## config.mk

```make
export PLATFORM = sky130hd
export DESIGN_NAME = ingress_acl_match_logic
export DESIGN_NICKNAME = d
export VERILOG_FILES = /design/src/acl_match_pkg.sv /design/src/ingress_acl_match_logic.sv
export SDC_FILE = /design/constraint.sdc
export NUM_CORES = 2
export LEC_CHECK = 0
export BUFFER_PORTS_ARGS = -buffer_cell sky130_fd_sc_hd__buf_4
export CAP_MARGIN = 15
export CORE_AREA = 2 2 549 551
export CTS_CLUSTER_SIZE = 10
export DETAILED_ROUTE_END_ITERATION = 16
export DIE_AREA = 0 0 551 553
export GPL_TIMING_DRIVEN = 0
export PLACE_DENSITY_LB_ADDON = 0.08
export SETUP_SLACK_MARGIN = 0.15
export SLEW_MARGIN = 20
export SYNTH_ARGS = -nofsm -noshare
export SYNTH_HDL_FRONTEND = slang
export SYNTH_SLANG_ARGS = --single-unit
```

## constraint.sdc

```tcl
create_clock -name sys_clk_in -period 8.5 [get_ports sys_clk_in]
set_input_delay 1.7 -clock sys_clk_in [delete_from_list [all_inputs] [get_ports sys_clk_in]]
set_output_delay 1.7 -clock sys_clk_in [all_outputs]
set_load 0.03 [all_outputs]
```

## src/acl_match_pkg.sv

```systemverilog
// Constants, field layouts and carrier types for the ingress classification and access-check logic.
// Assumes one core clock, registers reached over a plain strobe port, and parsed keys from the pipeline.
package acl_match_pkg;

    // ----------------------------------------------------------------
    // Sizes
    // ----------------------------------------------------------------
    localparam int NUM_PORTS = 11;
    localparam int FS_ENTRIES = 4;
    localparam int AC_ENTRIES = 8;

    // ----------------------------------------------------------------
    // Register map (word addresses)
    // ----------------------------------------------------------------
    localparam logic [7:0] PORT_CFG_LAST = 8'h0A;
    localparam logic [7:0] COMMON_DEF_ADDR = 8'h10;
    localparam logic [7:0] STATUS_ADDR = 8'h11;
    localparam logic [3:0] FS_REGION = 4'h2;
    localparam logic [2:0] AC_REGION = 3'h2;

    // Port configuration word: tag, default class, first-lookup default action.
    localparam int PCFG_TAG_POS = 0;
    localparam int PCFG_QOS_POS = 8;
    localparam int PCFG_ACT_POS = 11;

    // First-stage entry words.
    localparam int FS_W_KEY = 0;
    localparam int FS_W_MASK = 1;
    localparam int FS_W_ACT = 2;
    localparam int FS_L4_POS = 0;
    localparam int FS_DSCP_POS = 16;
    localparam int FS_VALID_POS = 22;
    localparam int A1_QOS_ENA_POS = 0;
    localparam int A1_QOS_POS = 1;
    localparam int A1_TAG_ENA_POS = 4;
    localparam int A1_TAG_POS = 5;
    localparam int A1_DSCP_ENA_POS = 13;
    localparam int A1_DSCP_POS = 14;

    // Access-check entry words.
    localparam int AC_W_KEY = 0;
    localparam int AC_W_MASK = 1;
    localparam int AC_W_L4 = 2;
    localparam int AC_W_ACT = 3;
    localparam int AC_TAG_POS = 0;
    localparam int AC_PORTS_POS = 8;
    localparam int AC_VALID_POS = 19;
    localparam int AC_SECOND_POS = 20;
    localparam int AC_ARP_POS = 21;
    localparam int AC_L4_KEY_POS = 0;
    localparam int AC_L4_MASK_POS = 16;

    // ----------------------------------------------------------------
    // Carriers
    // ----------------------------------------------------------------
    typedef struct packed {
        logic [2:0] cpu_queue;
        logic single_shot;
        logic mask_mode;
        logic [10:0] port_mask;
    } action_t;

    typedef struct packed {
        logic valid;
        logic [3:0] port;
        logic [5:0] dscp;
        logic [5:0] remap_dscp;
        logic [15:0] l4_port;
        logic arp_bcast;
        logic arp_hw_eth;
        logic arp_proto_ip;
        logic arp_len_ok;
        logic arp_sender_ok;
    } frame_key_t;

    typedef struct packed {
        logic valid;
        logic [2:0] qos;
        logic [7:0] tag;
        logic dscp_ena;
        logic [5:0] dscp;
        logic hit1;
        logic [2:0] idx1;
        action_t act1;
        logic hit2;
        logic [2:0] idx2;
        action_t act2;
        logic block;
        logic copy;
        logic [2:0] copy_queue;
    } result_t;

    typedef struct packed {
        logic [7:0] addr;
        logic [31:0] wdata;
        logic we;
        logic re;
    } reg_req_t;

    typedef struct packed {
        logic [NUM_PORTS-1:0][31:0] port_cfg;
        logic [15:0] common_def;
        logic [FS_ENTRIES-1:0][3:0][31:0] fs_tab;
        logic [AC_ENTRIES-1:0][3:0][31:0] ac_tab;
        logic [AC_ENTRIES-1:0] fired;
        logic [31:0] rdata;
        result_t res;
    } state_t;

endpackage

```

## src/ingress_acl_match_logic.sv

```systemverilog
// Two-stage ternary classifier: first stage sets class, tag and remark value; access
// stage runs two lookups with port, policy and common entries and default actions.
// Assumes the frame key is valid for one cycle and software programs tables between frames.
//
// Our own choices: the plain strobed port and the register offsets.
`timescale 1ns/1ns
module ingress_acl_match_logic
    import acl_match_pkg::*;
(
    input wire logic sys_clk_in,
    input wire logic rst_n_in,
    input wire reg_req_t reg_in,
    output logic [31:0] rdata_out,
    input wire frame_key_t key_in,
    input wire logic cpu_ready_in,
    output result_t result_out
);

    // ----------------------------------------------------------------
    // State
    // ----------------------------------------------------------------
    state_t q;
    state_t d;

    logic [FS_ENTRIES-1:0] m1;
    logic [AC_ENTRIES-1:0] m2a;
    logic [AC_ENTRIES-1:0] m2b;
    logic [7:0] tag_res;
    logic [NUM_PORTS-1:0] port_onehot;
    logic [31:0] pcfg;
    logic [7:0] ptag;
    action_t pdef;
    logic [3:0] win1;
    logic [3:0] win2a;
    logic [3:0] win2b;
    logic [31:0] act1_word;
    logic tag_hit;
    logic qos_hit;
    logic dscp_hit;
    logic [2:0] shot_idx;
    logic shot_hit;
    logic shot_armed;

    // Returns {hit, index} of the highest-numbered set bit.
    function automatic logic [3:0] pick_top(input logic [7:0] v);
        logic [3:0] r;
        r = 4'h0;
        for (int i = 0; i < 8; i++)
        begin
            if (v[i])
            begin
                r = {1'b1, 3'(i)};
            end
        end
        return r;
    endfunction

    assign port_onehot = NUM_PORTS'(11'h001 << key_in.port);
    assign pcfg = (key_in.port <= 4'(NUM_PORTS - 1)) ? q.port_cfg[key_in.port] : 32'h0000_0000;
    assign ptag = pcfg[PCFG_TAG_POS +: 8];
    assign pdef = action_t'(pcfg[PCFG_ACT_POS +: 16]);

    // ----------------------------------------------------------------
    // Per-entry ternary compare
    // ----------------------------------------------------------------
    for (genvar e = 0; e < FS_ENTRIES; e++)
    begin : g_fs
        logic [31:0] k1;
        logic [31:0] mk1;
        assign k1 = q.fs_tab[e][FS_W_KEY];
        assign mk1 = q.fs_tab[e][FS_W_MASK];
        // Cleared mask bits are don't-care, so an unprogrammed key field matches anything.
        assign m1[e] = k1[FS_VALID_POS]
            && (((key_in.l4_port ^ k1[FS_L4_POS +: 16]) & mk1[FS_L4_POS +: 16]) == 16'h0000)
            && (((key_in.dscp ^ k1[FS_DSCP_POS +: 6]) & mk1[FS_DSCP_POS +: 6]) == 6'h00);
    end

    for (genvar e = 0; e < AC_ENTRIES; e++)
    begin : g_ac
        logic [31:0] k2;
        logic [31:0] mk2;
        logic [31:0] l4w;
        logic base;
        logic arp_ok;
        assign k2 = q.ac_tab[e][AC_W_KEY];
        assign mk2 = q.ac_tab[e][AC_W_MASK];
        assign l4w = q.ac_tab[e][AC_W_L4];
        assign arp_ok = !k2[AC_ARP_POS] || (key_in.arp_bcast && key_in.arp_hw_eth
            && key_in.arp_proto_ip && key_in.arp_len_ok && key_in.arp_sender_ok);
        assign base = k2[AC_VALID_POS] && arp_ok
            && (((tag_res ^ k2[AC_TAG_POS +: 8]) & mk2[AC_TAG_POS +: 8]) == 8'h00)
            && (((port_onehot ^ k2[AC_PORTS_POS +: NUM_PORTS])
                & mk2[AC_PORTS_POS +: NUM_PORTS]) == 11'h000)
            && (((key_in.l4_port ^ l4w[AC_L4_KEY_POS +: 16])
                & l4w[AC_L4_MASK_POS +: 16]) == 16'h0000);
        assign m2a[e] = base && !k2[AC_SECOND_POS];
        assign m2b[e] = base && k2[AC_SECOND_POS];
    end

    // ----------------------------------------------------------------
    // First stage and access lookup resolution
    // ----------------------------------------------------------------
    assign win1 = pick_top({4'h0, m1});
    assign act1_word = win1[3] ? q.fs_tab[win1[1:0]][FS_W_ACT] : 32'h0000_0000;
    assign tag_hit = win1[3] && act1_word[A1_TAG_ENA_POS];
    assign qos_hit = win1[3] && act1_word[A1_QOS_ENA_POS];
    assign dscp_hit = win1[3] && act1_word[A1_DSCP_ENA_POS];

    // Resolved tag used by the access stage.
    assign tag_res = tag_hit ? act1_word[A1_TAG_POS +: 8] : ptag;

    assign win2a = pick_top(m2a);
    assign win2b = pick_top(m2b);

    // The first lookup's single-shot entry takes precedence over the second lookup's.
    always_comb
    begin
        shot_hit = 1'b0;
        shot_idx = 3'h0;
        if (win2a[3] && q.ac_tab[win2a[2:0]][AC_W_ACT][12])
        begin
            shot_hit = 1'b1;
            shot_idx = win2a[2:0];
        end
        else if (win2b[3] && q.ac_tab[win2b[2:0]][AC_W_ACT][12])
        begin
            shot_hit = 1'b1;
            shot_idx = win2b[2:0];
        end
        shot_armed = !q.fired[shot_idx];
    end

    // ----------------------------------------------------------------
    // Next state
    // ----------------------------------------------------------------
    always_comb
    begin
        d = q;
        d.rdata = 32'h0000_0000;

        // Register writes.
        if (reg_in.we)
        begin
            if (reg_in.addr <= PORT_CFG_LAST)
            begin
                d.port_cfg[reg_in.addr[3:0]] = reg_in.wdata;
            end
            else if (reg_in.addr == COMMON_DEF_ADDR)
            begin
                d.common_def = reg_in.wdata[15:0];
            end
            else if (reg_in.addr[7:4] == FS_REGION)
            begin
                d.fs_tab[reg_in.addr[3:2]][reg_in.addr[1:0]] = reg_in.wdata;
            end
            else if (reg_in.addr[7:5] == AC_REGION)
            begin
                d.ac_tab[reg_in.addr[4:2]][reg_in.addr[1:0]] = reg_in.wdata;
            end
        end

        // Register reads; data stands in the next cycle only.
        if (reg_in.re)
        begin
            if (reg_in.addr <= PORT_CFG_LAST)
            begin
                d.rdata = q.port_cfg[reg_in.addr[3:0]];
            end
            else if (reg_in.addr == COMMON_DEF_ADDR)
            begin
                d.rdata = {16'h0000, q.common_def};
            end
            else if (reg_in.addr == STATUS_ADDR)
            begin
                d.rdata = {24'h00_0000, q.fired};
            end
            else if (reg_in.addr[7:4] == FS_REGION)
            begin
                d.rdata = q.fs_tab[reg_in.addr[3:2]][reg_in.addr[1:0]];
            end
            else if (reg_in.addr[7:5] == AC_REGION)
            begin
                d.rdata = q.ac_tab[reg_in.addr[4:2]][reg_in.addr[1:0]];
            end
        end

        // Processor readiness re-arms single-shot entries; a new copy in the same cycle wins.
        if (cpu_ready_in)
        begin
            d.fired = '0;
        end

        // Frame result.
        d.res = '0;
        d.res.valid = key_in.valid;
        if (key_in.valid)
        begin
            d.res.tag = tag_res;
            d.res.qos = qos_hit ? act1_word[A1_QOS_POS +: 3] : pcfg[PCFG_QOS_POS +: 3];
            d.res.dscp_ena = dscp_hit;
            d.res.dscp = dscp_hit ? act1_word[A1_DSCP_POS +: 6] : key_in.remap_dscp;
            d.res.hit1 = win2a[3];
            d.res.idx1 = win2a[2:0];
            // An all-zero action leaves forwarding as it is.
            d.res.act1 = win2a[3] ? action_t'(q.ac_tab[win2a[2:0]][AC_W_ACT][15:0]) : pdef;
            d.res.hit2 = win2b[3];
            d.res.idx2 = win2b[2:0];
            d.res.act2 = win2b[3] ? action_t'(q.ac_tab[win2b[2:0]][AC_W_ACT][15:0])
                : action_t'(q.common_def);
            d.res.block = shot_hit;
            if (shot_hit && shot_armed)
            begin
                d.res.copy = 1'b1;
                d.res.copy_queue = q.ac_tab[shot_idx][AC_W_ACT][15:13];
                d.fired[shot_idx] = 1'b1;
            end
        end
    end

    always_ff @(posedge sys_clk_in or negedge rst_n_in)
    begin
        if (!rst_n_in)
        begin
            q <= '0;
        end
        else
        begin
            q <= d;
        end
    end

    assign rdata_out = q.rdata;
    assign result_out = q.res;
endmodule

```

=== After elaboration in Yosys (flattened, before gate mapping) ===
Cells that the tools add are included.

* Latch bits: 0
* RAM bits: 0
* ROM bits: 0
* Bits in registers: 2008
* Memories kept: 0
* Input port bits: 83
* Output and inout port bits: 96
* Logic and storage cells: 380

* Magnitude comparators: 16
* Reduce and logical (&&, ||, !) cells: 132
* Div/mod/pow operators: 0
* Shift-type cells: 1
* Multiply operators: 0
* Muxes and demuxes: 77
* $add $sub $neg: 0
* Eq/ne operators: 4
* Bitwise operators: 68

{| class="wikitable"
|+ Operators with widths
! cell !! number
|-
| $bmux W128 S3 || 4
|-
| $bwmux W1024 || 1
|-
| $bmux W128 S2 || 2
|-
| $bwmux W512 || 1
|-
| $mux W128 || 4
|-
| $demux W128 S3 || 1
|-
| $bwmux W352 || 1
|-
| $mux W32 || 11
|-
| $mux W112 || 3
|-
| $bmux W32 S4 || 2
|-
| $demux W128 S2 || 1
|-
| $and A16 B16 Y16 || 12
|-
| $logic_not A16 Y1 || 12
|-
| $xor A16 B16 Y16 || 12
|-
| $bmux W32 S2 || 2
|-
| $demux W32 S4 || 1
|-
| $and A11 B11 Y11 || 8
|-
| $logic_not A11 Y1 || 8
|-
| $xor A11 B11 Y11 || 8
|-
| $mux W4 || 21
|-
| $mux W84 || 1
|-
| $logic_and A1 B1 Y1 || 71
|-
| $and A8 B8 Y8 || 8
|-
| $demux W32 S2 || 1
|-
| 35 further kinds || 102
|}

=== Logic depth before layout (Yosys ltp) ===
* Depth after elaboration: 41
* Gate-level depth with buffers: 25
* Depth with buffers taken out: 19

=== Worst setup path before layout ===
OpenSTA, ideal clock, no wires.

* Path type: input to register
* From: input port key_in[33] (netlist bit)
* To: register q[100] (netlist bit)
* Required time: 8418 ps
* Cell stages on the path: 22
* Path buffers: 4
* Setup slack: 985 ps
* Arrival time: 7433 ps
* Cell sequence: buf_2 > buf_2 > buf_2 > clkbuf_1 > nand2_1 > nor3_1 > xor2_1 > a22o_1 > nor4_1 > nand4_1 > a2111oi_0 > or4b_1 > or3_1 > o22ai_1 > nor2_1 > or4_4 > a32oi_4 > mux2i_1 > a211o_1 > o311ai_4 > a2111o_1 > o22ai_1

{| class="wikitable"
|+ RTL lines
! what !! line !! source
|-
| start: declaration || ingress_acl_match_logic.sv:14 || <nowiki>input wire frame_key_t key_in,</nowiki>
|-
| end signal: assignment || ingress_acl_match_logic.sv:224 || <nowiki>q <= '0;</nowiki>
|-
| end signal: assignment || ingress_acl_match_logic.sv:228 || <nowiki>q <= d;</nowiki>
|-
| end: declaration || ingress_acl_match_logic.sv:22 || <nowiki>state_t q;</nowiki>
|}

==> results.txt <==
----------------------------------------------------
[Pwr]
  Switching part of the total power ... 28.9%
  Maximum ir drop on the vdd rail ... 0.162 mV
  Comb pwr share ... between 10% and 20%
  Net switching power ... 6.78 mW
  Total power consumption of the routed design ... approximately 23 mW
  Pint ... between 15 and 20 mW
  Leakage power summed over all cells ... 56.0 nW
  Part of the total power dissipated in the clock network ... 42.0%
  Sequential fraction of design power ... 44.4%
  Power per cell area ... 196 nW/um^2

[Routing]
  Vias per cell ... 6.09
  DR vias ... roughly 75000
  Drt initial violations ... ~9000
  Number of detailed-routing iterations run before antenna repair ... 9
  DRT Wirelength ... 515000 um
  Post-route ant nets ... 0
  Routed length per instance ... between 40 and 50 um
  DRC violation count after routing ... 0

[Hold path]
  HP Class ... flop to flop

[Global route]
  Pin count of the biggest net entering global routing ... 138
  Wire length of the first global-routing pass ... 683000 um
  Total routing resource utilization after global routing ... 33.4%
  Number of antenna violations at the first check in global routing ... 72
  Total global routing overflow ... 0
  Via count of the first global-routing pass ... 73336

[Yosys]
  Multiplexer fraction of the synthesized cell area ... 36.3%
  Share of flip-flops with an asynchronous set or reset ... 100%
  Synthesized netlist net count ... between 7000 and 8000
  XOR/XNOR share of the synthesized area ... 2.74%
  Leading cell types by total area after synthesis ... dfrtp_1 48%, mux2_2 21%, mux4_2 13%, xor2_1 2.6%, mux2i_1 2.3%
  Commonest register cell after synthesis ... dfrtp_1
  Post-synth cell types ... 91
  Synthesized-area fraction occupied by adder cells ... 0%
  Synthesized area ... about 100000 um^2
  Compound-Gate Fraction of Synth Area ... 4.20%
  Avg Inst Size Synth ... around 14 um^2
  Post-synthesis sequential element count ... 2008
  Area share of the leading cell type in the synthesized netlist ... 48.3%
  Largest family of logic cells by synthesized area ... multiplexers
  Library cell occupying the most area in the post-synthesis netlist ... dfrtp_1
  Area share of and/or/nand/nor cells after synthesis ... under 10%
  Mapped Cells ... 7636
  Number of warning messages in the yosys log ... 0
  Sequential-to-total area share from yosys stat ... a little under 50%
  Number of enable-type register cells in the synthesized netlist ... 0

[Critical path]
  Cell at the slowest stage of the critical path ... o211ai_1
  Start-to-end type of the worst setup path ... input pin to flop
  Required @ worst endpoint ... 9.29 ns
  Delay of the slowest cell on the worst path ... approximately 0.88 ns
  Critical Path Source Type ... input pin
  Cell Chain, Critical Path ... buf_4 > buf_2 > xor2_1 > a22oi_1 > nand4_1 > nor4_2 > o211ai_1 > o221ai_2 > buf_12 > mux2_2 > buf_4 > xor2_1 > a221oi_1 > nand4_1 > o211ai_1 > nand2b_1 > clkbuf_1 > a21oi_2 > a21o_1 > o21ai_1 > a221o_1 > a21oi_4 > and4bb_2
  Arrival time reported for the critical path endpoint ... 9.10 ns
  Sort of element at the end of the critical path ... flop
  Buffers and inverters on the worst path ... 5
  Category of cells accounting for the largest share of critical-path delay ... compound AO/OA/AOI/OAI gates
  Largest fanout on the critical path ... 10

[Run status]
  Status ... finished clean

[Place]
  Cell count after placement ... 11815
  Setup slack after placement ... -2.23 ns
  Final RePlAce weighted congestion ... 1.05
  Placed wire-length estimate ... 401000 um
  Port-buffer cells ... 140

[Timing]
  Max-slew violations ... 0
  Clock Skew ... 0.0847 ns
  Worst slew margin relative to its limit ... between 10% and 20%
  Total of endpoints with negative setup slack in the final report ... 0
  Worst setup slack after layout ... 0.190 ns
  Upper clock frequency limit ... 0.120 GHz
  Period minus WS final ... 8.31 ns
  Tcrit/Tclk final ... 97.8%
  Setup repair after global routing missed its margin ... no
  Final Hold Viols ... 0
  Worst hold-check slack ... 0.499 ns
  Slew at the pin closest to its max-slew limit ... about 1.3 ns

[Final layout]
  Number of nets at the end of the flow ... a little over 8000
  Number of non-filler instances in the completed layout ... roughly 12000
  Layout cells sized above 1 ... 42.5%
  Syn-to-layout area delta ... 15.2%
  Filler cell count in the final layout ... 28353

[Clocking]
  Clock tree from TritonCTS ... yes
  Max Buffers Root-to-Sink ... 4
  Number of buffers created by CTS ... 241
  Clock Root Buffer ... clkbuf_16
  Number of sinks handled by clock tree synthesis ... 2008
  Clock-pin slew on the worst setup and hold paths ... 0.05 ns
  Number of H-tree levels ... 4
  Clock insertion delay at the later pin of the skew report ... 0.96 ns

[Floorplan]
  Count of standard-cell rows ... 201
  Area of the core ... 299000 um^2
  Die width ... between 500 and 600 um
  Die height ... between 500 and 600 um
  I/O pin count ... 179
  Initial standard-cell utilization of the core ... 34.8%
  Die ar. ... 305000 um^2

[Job]
  Max capacitance violation total ... 0

----------------------------------------------------
[power by group through the flow]
stage                     combinational (mW)  clock, mW  sequential, mW
after global placement                  2.99          0            10.6
final                                   3.20       9.86            10.4
after floorplan                         1.62          0            10.4
after global routing                    3.30       10.4            10.4
after CTS                               3.15       10.0            10.4
after detailed placement                3.11          0            10.6
[path summary, 6_finish.rpt]
kind / slack (ns) / cells after the start / from / endpoint
setup / recovery: 0.19 / 23 / key_in[17] / result_out[2]
hold / removal: 0.50 / 1 / g_ac[2].k2[29] / g_ac[2].k2[29]
setup reg to reg: 0.78 / 24 / g_fs[1].k1[19] / result_out[2]
hold reg to reg: 0.50 / 1 / g_ac[2].k2[29] / g_ac[2].k2[29]
max in group asynchronous: 3.71 / 8 / rst_n_in / q[1343]
min in group asynchronous: 0.70 / 1 / rst_n_in / result_out[1]
[routing by layer]
metal,vias to the layer above,part of all wire [%],track usage [%]
met5,-,0.031,0
met4,26,5.3,14.6
met3,805,9.0,8.37
met2,3632,42,48.1
met1,40845,43,47.3
li1,29301,-,-
[state kept, by name, indices dropped and copies added, names as in the netlist]
register	flops
rdata_out	32
g_fs.mk1	128
g_ac.mk2	256
q	888
g_ac.l4w	256
g_ac.k2	256
g_fs.k1	128
result_out	64
[cell usage in the layout (no fill, tap or decap), types with 29 or more instances in the layout]
cell type | synthesis | routed
clkbuf_1 | 484 | 442
buf_4 | 99 | 277
a211oi_1 | 43 | 43
buf_16 | 0 | 40
and2_1 | 64 | 64
nand3_1 | 75 | 73
buf_1 | 145 | 85
buf_2 | 29 | 73
nor4_1 | 36 | 32
a22oi_1 | 83 | 81
a21oi_1 | 137 | 134
inv_1 | 37 | 37
nor2_1 | 245 | 232
o211ai_1 | 29 | 29
o21ai_0 | 99 | 99
clkbuf_2 | 0 | 129
dfrtp_1 | 2008 | 2008
nand2_1 | 377 | 377
mux2i_1 | 243 | 239
nor3_1 | 45 | 29
o221ai_1 | 39 | 38
xor2_1 | 312 | 311
nand2b_1 | 63 | 63
clkbuf_16 | 0 | 242
nand4_1 | 81 | 81
clkbuf_8 | 0 | 33
mux4_2 | 598 | 598
mux2_2 | 1930 | 1930
[layout make-up]
| type | instances | area, um^2 | share of cell area, % |
|---|---|---|---|
| multi-input cells | 4831 | 50800 | 42.4 |
| inverters | 38 | 143 | 0.119 |
| clock buffers | 361 | 6830 | 5.70 |
| plain buffers | 756 | 3530 | 2.95 |
| clock inverters | 21 | 302 | 0.252 |
| well taps | 3958 | 4950 | 4.13 |
| repair buffers | 246 | 3020 | 2.52 |
| flip-flops and latches | 2008 | 50200 | 41.9 |
| diodes | 23 | 57.6 | 0.0480 |
[synth_stat cells, drive strengths merged, types with 43 or more instances]
cell and n:
dfrtp 2008, mux2 1931, mux4 598, clkbuf 484
nand2 377, xor2 312, buf 275, mux2i 249
nor2 245, a21oi 140, o21ai 103, a22oi 83
nand4 81, nand3 75, and2 64, nand2b 63
nor3 46, a211oi 43
[timing repair]
item	CTS	global route
setup endpoints to repair	45	22
setup buffers	9	15
gates resized for setup	40	18
pin swaps	2	5
hold buffers	0	0
[per-stage QoR]
| stage | instance area (um^2) | utilization [%] | TNS [ns] |
|---|---|---|---|
| finish | 120000 | 40.1 | 0 |
| detailed placement | 112000 | 37.6 | -85.64 |
| CTS | 120000 | 40.0 | 0 |
| global placement | 110000 | 36.8 | - |
| floorplan | 104000 | - | 0 |
| global route | 120000 | 40.1 | 0 |
[cells by family after synthesis]
group | Yosys count
flip-flops | 2008
XOR/XNOR | 326
AND/OR/NAND/NOR | 1111
AO/OA/AOI/OAI | 616
buffers and inverters | 797
multiplexers | 2778
No activity file was read; power rests on OpenSTA's default activity.
